**config.mk**
```make
export PLATFORM = sky130hd
export DESIGN_NAME = nvpe_ctrl
export DESIGN_NICKNAME = d
export VERILOG_FILES = /design/src/common/nvpe_pkg.sv /design/src/verilog/nvpe_ctrl.sv
export SDC_FILE = /design/constraint.sdc
export NUM_CORES = 1
export LEC_CHECK = 0
export BUFFER_PORTS_ARGS = -buffer_cell sky130_fd_sc_hd__buf_2
export CAP_MARGIN = 20
export CELL_PAD_IN_SITES_DETAIL_PLACEMENT = 0
export CELL_PAD_IN_SITES_GLOBAL_PLACEMENT = 1
export CORE_ASPECT_RATIO = 1.4
export CORE_UTILIZATION = 30
export CTS_BUF_LIST = sky130_fd_sc_hd__clkbuf_4 sky130_fd_sc_hd__clkbuf_8
export DETAILED_ROUTE_END_ITERATION = 12
export GPL_TIMING_DRIVEN = 1
export MAX_ROUTING_LAYER = met4
export PLACE_DENSITY_LB_ADDON = 0.1
export SLEW_MARGIN = 20
export SYNTH_ARGS = -nofsm -noshare
export SYNTH_HDL_FRONTEND = slang
export SYNTH_SLANG_ARGS = --single-unit
```
**constraint.sdc**
```tcl
create_clock -name core_clk -period 3.1 [get_ports core_clk]
set_input_delay 0.775 -clock core_clk [delete_from_list [all_inputs] [get_ports core_clk]]
set_output_delay 0.775 -clock core_clk [all_outputs]
set_load 0.01 [all_outputs]
```
**src/common/nvpe_pkg.sv**
```systemverilog
// Purpose: Shared constants and types for the EEPROM program/erase controller
// Assumes: AXI4-Lite register access, 8-bit register data in the low byte lane
// Notes:   Register map, field positions, address ranges, modes, timing and bus types
package nvpe_pkg;

	// ------------------------------------------------------------
	// Register map (byte offsets)
	// ------------------------------------------------------------
	localparam logic [7:0] CTRL_OFS       = 8'h00;
	localparam logic [7:0] ARRCFG_OFS     = 8'h04;
	localparam logic [7:0] CFGSTORE_OFS   = 8'h08;
	localparam logic [7:0] DIVH_OFS       = 8'h0C;
	localparam logic [7:0] DIVL_OFS       = 8'h10;
	localparam logic [7:0] DIVHSTORE_OFS  = 8'h14;
	localparam logic [7:0] DIVLSTORE_OFS  = 8'h18;
	localparam logic [7:0] STATUS_OFS     = 8'h1C;

	// ------------------------------------------------------------
	// Field positions
	// ------------------------------------------------------------
	localparam int CTRL_SPARE_BIT  = 7;
	localparam int CTRL_PDOWN_BIT  = 5;
	localparam int CTRL_ERAS1_BIT  = 4;
	localparam int CTRL_ERAS0_BIT  = 3;
	localparam int CTRL_LATCH_BIT  = 2;
	localparam int CTRL_AUTO_BIT   = 1;
	localparam int CTRL_PGM_BIT    = 0;
	localparam int CFG_SEC_BIT     = 4;
	localparam int DIVH_SECD_BIT   = 7;

	// ------------------------------------------------------------
	// Reset values and address ranges
	// ------------------------------------------------------------
	localparam logic [7:0]  CTRL_RESET     = 8'h00;
	localparam logic [15:0] ARRAY_FIRST    = 16'h0800;
	localparam logic [15:0] ARRAY_LAST     = 16'h09FF;
	localparam logic [15:0] SECURE_FIRST   = 16'h08F0;
	localparam logic [15:0] SECURE_LAST    = 16'h08FF;
	localparam logic [15:0] CFGSTORE_ADDR  = 16'hFE10;
	localparam logic [15:0] DIVHSTORE_ADDR = 16'hFE11;
	localparam logic [15:0] DIVLSTORE_ADDR = 16'hFE12;

	// ------------------------------------------------------------
	// Modes, responses and timing
	// ------------------------------------------------------------
	localparam logic [1:0] MODE_BYTE_PROG  = 2'h0;
	localparam logic [1:0] MODE_BYTE_ERASE = 2'h1;
	localparam logic [1:0] MODE_BLOCK_ERASE = 2'h2;
	localparam logic [1:0] MODE_BULK_ERASE = 2'h3;
	localparam logic [1:0] RESP_OKAY       = 2'h0;
	localparam logic [1:0] RESP_SLVERR     = 2'h2;
	localparam int         TICK_US         = 35;
	localparam logic [15:0] PROG_TICKS     = 16'h0100;
	localparam logic [15:0] BYTE_ERASE_TICKS  = 16'h0100;
	localparam logic [15:0] BLOCK_ERASE_TICKS = 16'h0100;
	localparam logic [15:0] BULK_ERASE_TICKS  = 16'h0100;

	typedef enum logic [1:0] {SEQ_IDLE, SEQ_RUN, SEQ_HALT} nvpe_seq_e;

	typedef struct packed {
		logic       awvalid;
		logic [7:0] awaddr;
		logic       wvalid;
		logic [31:0] wdata;
		logic [3:0] wstrb;
		logic       bready;
		logic       arvalid;
		logic [7:0] araddr;
		logic       rready;
	} nvpe_axi_req_s;

	typedef struct packed {
		logic       awready;
		logic       wready;
		logic       bvalid;
		logic [1:0] bresp;
		logic       arready;
		logic       rvalid;
		logic [31:0] rdata;
		logic [1:0] rresp;
	} nvpe_axi_rsp_s;

	typedef struct packed {
		logic       en;
		logic [15:0] addr;
		logic [7:0] data;
	} nvpe_arr_wr_s;

endpackage

```
**src/verilog/nvpe_ctrl.sv**
```systemverilog
// Purpose: EEPROM program/erase control, configuration and timebase divider
// Assumes: Nonvolatile store contents arrive as steady inputs; one clock
// Notes:   All state is one struct; register file is an AXI4-Lite slave
//
// Our own choices: the address map and the AXI4-Lite register port.
`timescale 1ns/1ps
module nvpe_ctrl #(
	parameter logic [15:0] PROG_TICKS        = nvpe_pkg::PROG_TICKS,
	parameter logic [15:0] BYTE_ERASE_TICKS  = nvpe_pkg::BYTE_ERASE_TICKS,
	parameter logic [15:0] BLOCK_ERASE_TICKS = nvpe_pkg::BLOCK_ERASE_TICKS,
	parameter logic [15:0] BULK_ERASE_TICKS  = nvpe_pkg::BULK_ERASE_TICKS
) (
	input  wire logic                    core_clk,
	input  wire logic                    resetn,
	input  wire nvpe_pkg::nvpe_axi_req_s axiReq,
	output nvpe_pkg::nvpe_axi_rsp_s      axiRsp,
	input  wire nvpe_pkg::nvpe_arr_wr_s  arrWr,
	input  wire logic                    stopMode,
	input  wire logic [7:0]              nvCfgStore,
	input  wire logic [7:0]              nvDivHStore,
	input  wire logic [7:0]              nvDivLStore,
	output logic                         arrayEnable,
	output logic                         chargePumpOn,
	output logic [15:0]                  latchedAddr,
	output logic [7:0]                   latchedData,
	output logic [1:0]                   opMode,
	output logic                         timebaseTick,
	output logic                         accessRefused
);

	// ------------------------------------------------------------
	// State
	// ------------------------------------------------------------
	typedef struct packed {
		nvpe_pkg::nvpe_axi_rsp_s rsp;
		logic                    awHeld;
		logic [7:0]              awAddr;
		logic                    wHeld;
		logic [7:0]              wData;
		logic                    wLane0;
		logic                    loadDone;
		logic [7:0]              ctrl;
		logic [2:0]              spareCfg;
		logic                    security;
		logic [3:0]              blockProtect;
		logic                    divSecD;
		logic [10:0]             divisor;
		logic                    addrValid;
		logic [15:0]             latAddr;
		logic [7:0]              latData;
		nvpe_pkg::nvpe_seq_e     seq;
		logic [10:0]             divCnt;
		logic                    tick;
		logic [15:0]             seqTicks;
		logic                    pump;
		logic                    refused;
		logic                    enable;
	} nvpe_state_s;

	nvpe_state_s stQ;
	nvpe_state_s stD;
	logic        ctrlWrStb;
	logic [7:0]  ctrlWrData;
	logic [15:0] tickLimit;

	// ------------------------------------------------------------
	// Helpers
	// ------------------------------------------------------------
	function automatic logic validAddr(input logic [15:0] a);
		validAddr = (a >= nvpe_pkg::ARRAY_FIRST && a <= nvpe_pkg::ARRAY_LAST) ||
			a == nvpe_pkg::CFGSTORE_ADDR || a == nvpe_pkg::DIVHSTORE_ADDR ||
			a == nvpe_pkg::DIVLSTORE_ADDR;
	endfunction

	function automatic logic opAllowed(input logic [1:0] mode, input logic [15:0] a,
		input logic sec, input logic [3:0] bp, input logic secd);
		logic byteOp;
		byteOp = (mode == nvpe_pkg::MODE_BYTE_PROG) || (mode == nvpe_pkg::MODE_BYTE_ERASE);
		if (a >= nvpe_pkg::ARRAY_FIRST && a <= nvpe_pkg::ARRAY_LAST) begin
			if (bp[a[8:7]]) begin
				opAllowed = 1'b0;
			end else if (!sec) begin
				opAllowed = byteOp && !(a >= nvpe_pkg::SECURE_FIRST &&
					a <= nvpe_pkg::SECURE_LAST);
			end else begin
				opAllowed = 1'b1;
			end
		end else if (a == nvpe_pkg::CFGSTORE_ADDR) begin
			opAllowed = byteOp;
		end else if (a == nvpe_pkg::DIVHSTORE_ADDR || a == nvpe_pkg::DIVLSTORE_ADDR) begin
			opAllowed = byteOp && secd;
		end else begin
			opAllowed = 1'b0;
		end
	endfunction

	function automatic logic [7:0] readReg(input logic [7:0] ofs, input nvpe_state_s s,
		input logic [7:0] cfgS, input logic [7:0] divHS, input logic [7:0] divLS);
		unique case (ofs)
			nvpe_pkg::CTRL_OFS:      readReg = s.ctrl;
			nvpe_pkg::ARRCFG_OFS:    readReg = {s.spareCfg, s.security, s.blockProtect};
			nvpe_pkg::CFGSTORE_OFS:  readReg = cfgS;
			nvpe_pkg::DIVH_OFS:      readReg = {s.divSecD, 4'h0, s.divisor[10:8]};
			nvpe_pkg::DIVL_OFS:      readReg = s.divisor[7:0];
			nvpe_pkg::DIVHSTORE_OFS: readReg = divHS;
			nvpe_pkg::DIVLSTORE_OFS: readReg = divLS;
			nvpe_pkg::STATUS_OFS:    readReg = {5'h00, s.addrValid, s.seq == nvpe_pkg::SEQ_HALT,
				s.seq != nvpe_pkg::SEQ_IDLE};
			default:                 readReg = 8'h00;
		endcase
	endfunction

	function automatic logic mapped(input logic [7:0] ofs);
		mapped = ofs[1:0] == 2'h0 && ofs <= nvpe_pkg::STATUS_OFS;
	endfunction

	// ------------------------------------------------------------
	// Next state
	// ------------------------------------------------------------
	always_comb begin
		logic [7:0] d;
		logic       wantPgm;
		d = 8'h00;
		wantPgm = 1'b0;
		stD = stQ;
		ctrlWrStb = 1'b0;
		ctrlWrData = 8'h00;

		unique case (stQ.ctrl[nvpe_pkg::CTRL_ERAS1_BIT:nvpe_pkg::CTRL_ERAS0_BIT])
			nvpe_pkg::MODE_BYTE_PROG:   tickLimit = PROG_TICKS;
			nvpe_pkg::MODE_BYTE_ERASE:  tickLimit = BYTE_ERASE_TICKS;
			nvpe_pkg::MODE_BLOCK_ERASE: tickLimit = BLOCK_ERASE_TICKS;
			nvpe_pkg::MODE_BULK_ERASE:  tickLimit = BULK_ERASE_TICKS;
		endcase

		// Configuration is copied once, right after reset release
		if (!stQ.loadDone) begin
			stD.loadDone = 1'b1;
			stD.spareCfg = nvCfgStore[7:5];
			stD.security = nvCfgStore[nvpe_pkg::CFG_SEC_BIT];
			stD.blockProtect = nvCfgStore[3:0];
			stD.divSecD = nvDivHStore[nvpe_pkg::DIVH_SECD_BIT];
			stD.divisor = {nvDivHStore[2:0], nvDivLStore};
		end

		// AXI write channels, accepted in either order
		if (stQ.rsp.bvalid && axiReq.bready) begin
			stD.rsp.bvalid = 1'b0;
		end
		if (stQ.rsp.awready && axiReq.awvalid) begin
			stD.awHeld = 1'b1;
			stD.awAddr = axiReq.awaddr;
		end
		if (stQ.rsp.wready && axiReq.wvalid) begin
			stD.wHeld = 1'b1;
			stD.wData = axiReq.wdata[7:0];
			stD.wLane0 = axiReq.wstrb[0];
		end
		if (stD.awHeld && stD.wHeld && !stD.rsp.bvalid) begin
			stD.awHeld = 1'b0;
			stD.wHeld = 1'b0;
			stD.rsp.bvalid = 1'b1;
			stD.rsp.bresp = mapped(stD.awAddr) ? nvpe_pkg::RESP_OKAY : nvpe_pkg::RESP_SLVERR;
			d = stD.wData;
			if (stD.wLane0) begin
				unique case (stD.awAddr)
					nvpe_pkg::CTRL_OFS: begin
						ctrlWrStb = 1'b1;
						ctrlWrData = d;
					end
					nvpe_pkg::ARRCFG_OFS: begin
						stD.spareCfg = d[7:5];
					end
					nvpe_pkg::DIVH_OFS: begin
						if (!stQ.ctrl[nvpe_pkg::CTRL_LATCH_BIT] && stQ.divSecD) begin
							stD.divSecD = d[nvpe_pkg::DIVH_SECD_BIT];
							stD.divisor[10:8] = d[2:0];
						end
					end
					nvpe_pkg::DIVL_OFS: begin
						if (!stQ.ctrl[nvpe_pkg::CTRL_LATCH_BIT] && stQ.divSecD) begin
							stD.divisor[7:0] = d;
						end
					end
					default: begin
					end
				endcase
			end
		end

		// Control register write
		if (ctrlWrStb) begin
			stD.ctrl[nvpe_pkg::CTRL_SPARE_BIT] = ctrlWrData[nvpe_pkg::CTRL_SPARE_BIT];
			stD.ctrl[nvpe_pkg::CTRL_PDOWN_BIT] = ctrlWrData[nvpe_pkg::CTRL_PDOWN_BIT];
			stD.ctrl[nvpe_pkg::CTRL_AUTO_BIT] = ctrlWrData[nvpe_pkg::CTRL_AUTO_BIT];
			// Mode stays put while a cycle runs so the timer limit cannot jump
			if (!stQ.ctrl[nvpe_pkg::CTRL_PGM_BIT]) begin
				stD.ctrl[4:3] = ctrlWrData[4:3];
			end
			wantPgm = ctrlWrData[nvpe_pkg::CTRL_PGM_BIT];
			if (!wantPgm) begin
				stD.ctrl[nvpe_pkg::CTRL_PGM_BIT] = 1'b0;
			end else if (stQ.ctrl[nvpe_pkg::CTRL_LATCH_BIT] && stQ.addrValid &&
				opAllowed(stQ.ctrl[4:3], stQ.latAddr, stQ.security, stQ.blockProtect,
				stQ.divSecD)) begin
				stD.ctrl[nvpe_pkg::CTRL_PGM_BIT] = 1'b1;
			end
			if (ctrlWrData[nvpe_pkg::CTRL_LATCH_BIT]) begin
				stD.ctrl[nvpe_pkg::CTRL_LATCH_BIT] = 1'b1;
			end else if (!stQ.ctrl[nvpe_pkg::CTRL_PGM_BIT] &&
				!stD.ctrl[nvpe_pkg::CTRL_PGM_BIT]) begin
				stD.ctrl[nvpe_pkg::CTRL_LATCH_BIT] = 1'b0;
				stD.addrValid = 1'b0;
			end
		end

		// Array bus capture, last valid write wins
		if (stQ.ctrl[nvpe_pkg::CTRL_LATCH_BIT] && !stQ.ctrl[nvpe_pkg::CTRL_PGM_BIT] &&
			arrWr.en && validAddr(arrWr.addr)) begin
			stD.latAddr = arrWr.addr;
			stD.latData = arrWr.data;
			stD.addrValid = 1'b1;
		end

		// Timebase divider; wait mode does not gate it
		stD.tick = 1'b0;
		if (stQ.divisor == 11'h000 || stopMode || !stQ.enable) begin
			stD.divCnt = 11'h000;
		end else if (stQ.divCnt >= stQ.divisor - 11'h001) begin
			stD.divCnt = 11'h000;
			stD.tick = 1'b1;
		end else begin
			stD.divCnt = stQ.divCnt + 11'h001;
		end

		// Program/erase sequence
		unique case (stQ.seq)
			nvpe_pkg::SEQ_IDLE: begin
				stD.seqTicks = 16'h0000;
				if (stD.ctrl[nvpe_pkg::CTRL_PGM_BIT]) begin
					stD.seq = nvpe_pkg::SEQ_RUN;
				end
			end
			nvpe_pkg::SEQ_RUN: begin
				if (!stD.ctrl[nvpe_pkg::CTRL_PGM_BIT]) begin
					stD.seq = nvpe_pkg::SEQ_IDLE;
				end else if (stopMode) begin
					stD.seq = nvpe_pkg::SEQ_HALT;
				end else if (stQ.tick) begin
					stD.seqTicks = stQ.seqTicks + 16'h0001;
					if (stQ.ctrl[nvpe_pkg::CTRL_AUTO_BIT] &&
						stQ.seqTicks + 16'h0001 >= tickLimit) begin
						stD.ctrl[nvpe_pkg::CTRL_PGM_BIT] = 1'b0;
						stD.seq = nvpe_pkg::SEQ_IDLE;
					end
				end
			end
			nvpe_pkg::SEQ_HALT: begin
				// Restart from zero: partial pulse time is not trusted
				stD.seqTicks = 16'h0000;
				if (!stD.ctrl[nvpe_pkg::CTRL_PGM_BIT]) begin
					stD.seq = nvpe_pkg::SEQ_IDLE;
				end else if (!stopMode) begin
					stD.seq = nvpe_pkg::SEQ_RUN;
				end
			end
			default: stD.seq = nvpe_pkg::SEQ_IDLE;
		endcase

		// Stop during voltage decay ends the sequence outright
		if (stopMode && !stQ.ctrl[nvpe_pkg::CTRL_PGM_BIT] &&
			!stD.ctrl[nvpe_pkg::CTRL_PGM_BIT] &&
			stQ.ctrl[nvpe_pkg::CTRL_LATCH_BIT]) begin
			stD.ctrl[nvpe_pkg::CTRL_LATCH_BIT] = 1'b0;
			stD.addrValid = 1'b0;
		end

		stD.ctrl[6] = 1'b0;
		stD.pump = stD.ctrl[nvpe_pkg::CTRL_PGM_BIT] && stD.ctrl[nvpe_pkg::CTRL_LATCH_BIT] &&
			stD.seq == nvpe_pkg::SEQ_RUN && !stopMode;
		stD.refused = stD.seq != nvpe_pkg::SEQ_IDLE;
		stD.enable = !stD.ctrl[nvpe_pkg::CTRL_PDOWN_BIT];

		// AXI read channel
		if (stQ.rsp.rvalid && axiReq.rready) begin
			stD.rsp.rvalid = 1'b0;
		end
		if (stQ.rsp.arready && axiReq.arvalid) begin
			stD.rsp.rvalid = 1'b1;
			stD.rsp.rdata = {24'h000000, readReg(axiReq.araddr, stQ, nvCfgStore, nvDivHStore,
				nvDivLStore)};
			stD.rsp.rresp = mapped(axiReq.araddr) ? nvpe_pkg::RESP_OKAY : nvpe_pkg::RESP_SLVERR;
		end
		stD.rsp.awready = !stD.awHeld && !stD.rsp.bvalid;
		stD.rsp.wready = !stD.wHeld && !stD.rsp.bvalid;
		stD.rsp.arready = !stD.rsp.rvalid;
	end

	// ------------------------------------------------------------
	// Registers
	// ------------------------------------------------------------
	always_ff @(posedge core_clk or negedge resetn) begin
		if (!resetn) begin
			stQ <= '0;
			stQ.ctrl <= nvpe_pkg::CTRL_RESET;
			stQ.seq <= nvpe_pkg::SEQ_IDLE;
		end else begin
			stQ <= stD;
		end
	end

	assign axiRsp = stQ.rsp;
	assign arrayEnable = stQ.enable;
	assign chargePumpOn = stQ.pump;
	assign latchedAddr = stQ.latAddr;
	assign latchedData = stQ.latData;
	assign opMode = stQ.ctrl[4:3];
	assign timebaseTick = stQ.tick;
	assign accessRefused = stQ.refused;
endmodule

```
==> out/qor.txt <==
Flop pwr share: 0.447
Share of layout cells above drive strength 1: 0.304
Routed wire per std cell: 18.4 um
Total power: 0.00451 W
Pwr/cell area: 556 nW/um^2
Post-Route WL: 20300 um
Most numerous cell on the critical path: nand2_1
Crit-path cells: nor3_2 > and3_1 > nand2_1 > or3_1 > xor2_1 > ha_1 > nor4_1 > nand2_1 > a211oi_1 > o31ai_1 > buf_4 > nor3_1
Fin Hold WS: 0.301 ns
RSZ-0062 raised after global routing: false
Die Wd: 131 um
Peak Freq: 350 MHz
First-pass GRT wire length: 31600 um
Crit path kind: register to register
Area contributors post-synth: dfrtp_1, buf_4, mux2_2
Final Wtd Congestion: 0.816
Post-route ant nets: 0
Final hold vios: 0
Post-synth cell types: 74
Leakage: 3.84 nW
Fin Clk Skew: 0.0144 ns
Clock share of power: 0.327
Asr flop ratio synth: 1.00
Largest net degree at the start of global routing: 56
Row count: 65
Max Root-Sink Buffers: 2
Post-CTS Setup Repair Bufs: 0
Cells on worst reg2reg path: 12
Area Overhead vs Synth: 15.9%
Post-synth EDFFs: 0
Seq cells post-synth: 120
Finished Layout Cells: 1103
# DRC: 0
Clock sinks: 120
Slowest Stage Delay on Critical Path: 0.40 ns
CTS root buffer: clkbuf_8
Synth top area share: 0.429
Initial antenna violation count: 0
Most frequent cells after synthesis: dfrtp_1, buf_4, mux2_2
Period minus WS final: 2.85 ns
Critical Path AT: 3.20 ns
Prevailing post-synth register cell: dfrtp_1
Yosys warning total: 0
Reg2reg start: stQ[62]
I/O pin cnt: 180
Comb power frac: 0.225
Die area: 24000 um^2
PortBufs: 126
Fin. max-slew vios: 0
H-tree lvl count: 4
Seq/Total Area, Yosys: 0.429
Switching share of power: 0.328
Vias in the first global route: 5706
Total GRT Usage: 0.182
Pre-CTS setup slack: 0.128 ns
Setup violators final: 0
Synthesized area: 7000 um^2
Worst Max-Slew Pin Slew: 0.821 ns
Critical path data required time: 3.44 ns
CTS Buf Count: 17
Class of the worst hold path: primary input to asynchronous set/reset pin
Sw Pwr: 0.00148 W
Synth area leader: dfrtp_1
VDD IR max: 0.254 mV
CP max FO: 11
Worst-Skew Late Latency: 0.44 ns
CTS-repair resized insts: 0
Worst R2R End: stQ[23]
Placed instance count: 1071
Startpoint Class: register
Most frequent cell after synthesis: dfrtp_1
Worst-path clk slew: 0.08 ns
# diodes: 0
Setup_tns: 0 ns
Max Cap Viol: 0
Pint: 0.00303 W
Hold_buf cts: 0
Slowest-stage cell, CP: dfrtp_1
Die H: 183 um
Period utilisation layout: 0.921
Reg2Reg Setup Slack: 0.25 ns
Effective utilization at floorplan: 0.308
1st-pass router iterations: 4
Status: finished, final reports clean
Mapped Cells: 680
Post-DP HPWL: 15700 um
Setup ws final: 0.245 ns
Initial DRC count: 243
Global route total overflow: 0
CTS tree: yes
Critical Path End Type: register
Number of vias per cell: 5.02
Via count: 5538
Slew HR: 0.453
Nets: 914
Syn avg cell area: 10.3 um^2
Core box area: 22700 um^2
## layout make-up
cell class / count / area, um^2
Tap cell: 301 / 377
Timing Repair Buffer: 156 / 871
Inverter: 23 / 86.3
Fill cell: 2359 / 14600
Multi-Input combinational cell: 471 / 3370
Clock inverter: 12 / 143
Sequential cell: 120 / 3000
Clock buffer: 20 / 263
## placed cells by master (no fill, tap or decap), types with 13 or more instances in the layout
cell and count:
a21oi_1 30, nand2_1 34, dfrtp_1 120, mux2i_1 28
ha_1 16, inv_1 23, a21o_1 13, clkbuf_8 18
nor2_1 34, buf_4 30, or4_1 14, mux2_2 39
conb_1 27, nand3_1 24, nor3_1 22, a22oi_1 13
buf_2 125
## kinds of logic after synthesis
group / Yosys count / share of synthesized area
AND/OR/NAND/NOR: 211 / 0.171
AO/OA/AOI/OAI: 129 / 0.135
flip-flops: 120 / 0.429
buffers and inverters: 114 / 0.104
multiplexers: 68 / 0.107
XOR/XNOR: 20 / 0.0250
adder cells (fa/ha/maj): 16 / 0.0286
other: 2 / 0.00107
## registers in the layout, summed over array words and instances, names as in the netlist
| signal | count |
|---|---|
| stQ | 75 |
| latchedAddr | 16 |
| axiRsp | 15 |
| latchedData | 8 |
| opMode | 2 |
| accessRefused | 1 |
| arrayEnable | 1 |
| chargePumpOn | 1 |
| timebaseTick | 1 |
## routing by layer
metal / vias up / global-route usage / routed length [um]
met5: - / - / 0
met3: 20 / 0.0280 / 589
li1: 2632 / - / -
met4: 0 / 0.0533 / 257
met1: 2772 / 0.215 / 8540
met2: 114 / 0.315 / 10900
## through the flow
stage | instance area, um^2 | util
2_1_floorplan | 7090 | -
3_3_place_gp | 7700 | 0.339
3_5_place_dp | 7700 | 0.339
4_1_cts | 8110 | 0.357
5_1_grt | 8110 | 0.357
6_report | 8110 | 0.357
## power by group through the flow
stage / clock network (W) / registers, W / logic, W
finish: 0.00147 / 0.00202 / 0.00102
detailed placement: 0 / 0.00205 / 0.00103
global placement: 0 / 0.00204 / 0.00102
floorplan: 0 / 0.00198 / 0.000762
CTS: 0.00153 / 0.00202 / 0.00103
global route: 0.00159 / 0.00205 / 0.00113
## worst max-delay path by stage
stage	cells past startpoint	endpoint	slack, ns	start
final	12	stQ[23]	0.25	stQ[62]
after global placement	8	axiRsp[2]	0.14	axiReq[1]
after global routing	12	stQ[24]	0.07	stQ[62]
after floorplan	7	stQ[15]	0.46	axiReq[48]
after detailed placement	12	stQ[23]	0.13	stQ[62]
after CTS	12	stQ[23]	0.10	stQ[62]
## critical path: cells and delay by family (launching register included)
| kind | cells | cell delay (ns) |
|---|---|---|
| xor+xnor | 1 | 0.16 |
| compound gates | 2 | 0.36 |
| buf+inv | 1 | 0.18 |
| simple gates | 7 | 1.46 |
| flops | 1 | 0.40 |
| fa+ha+maj | 1 | 0.20 |
Note: power is estimated with default switching activity, not from simulation.
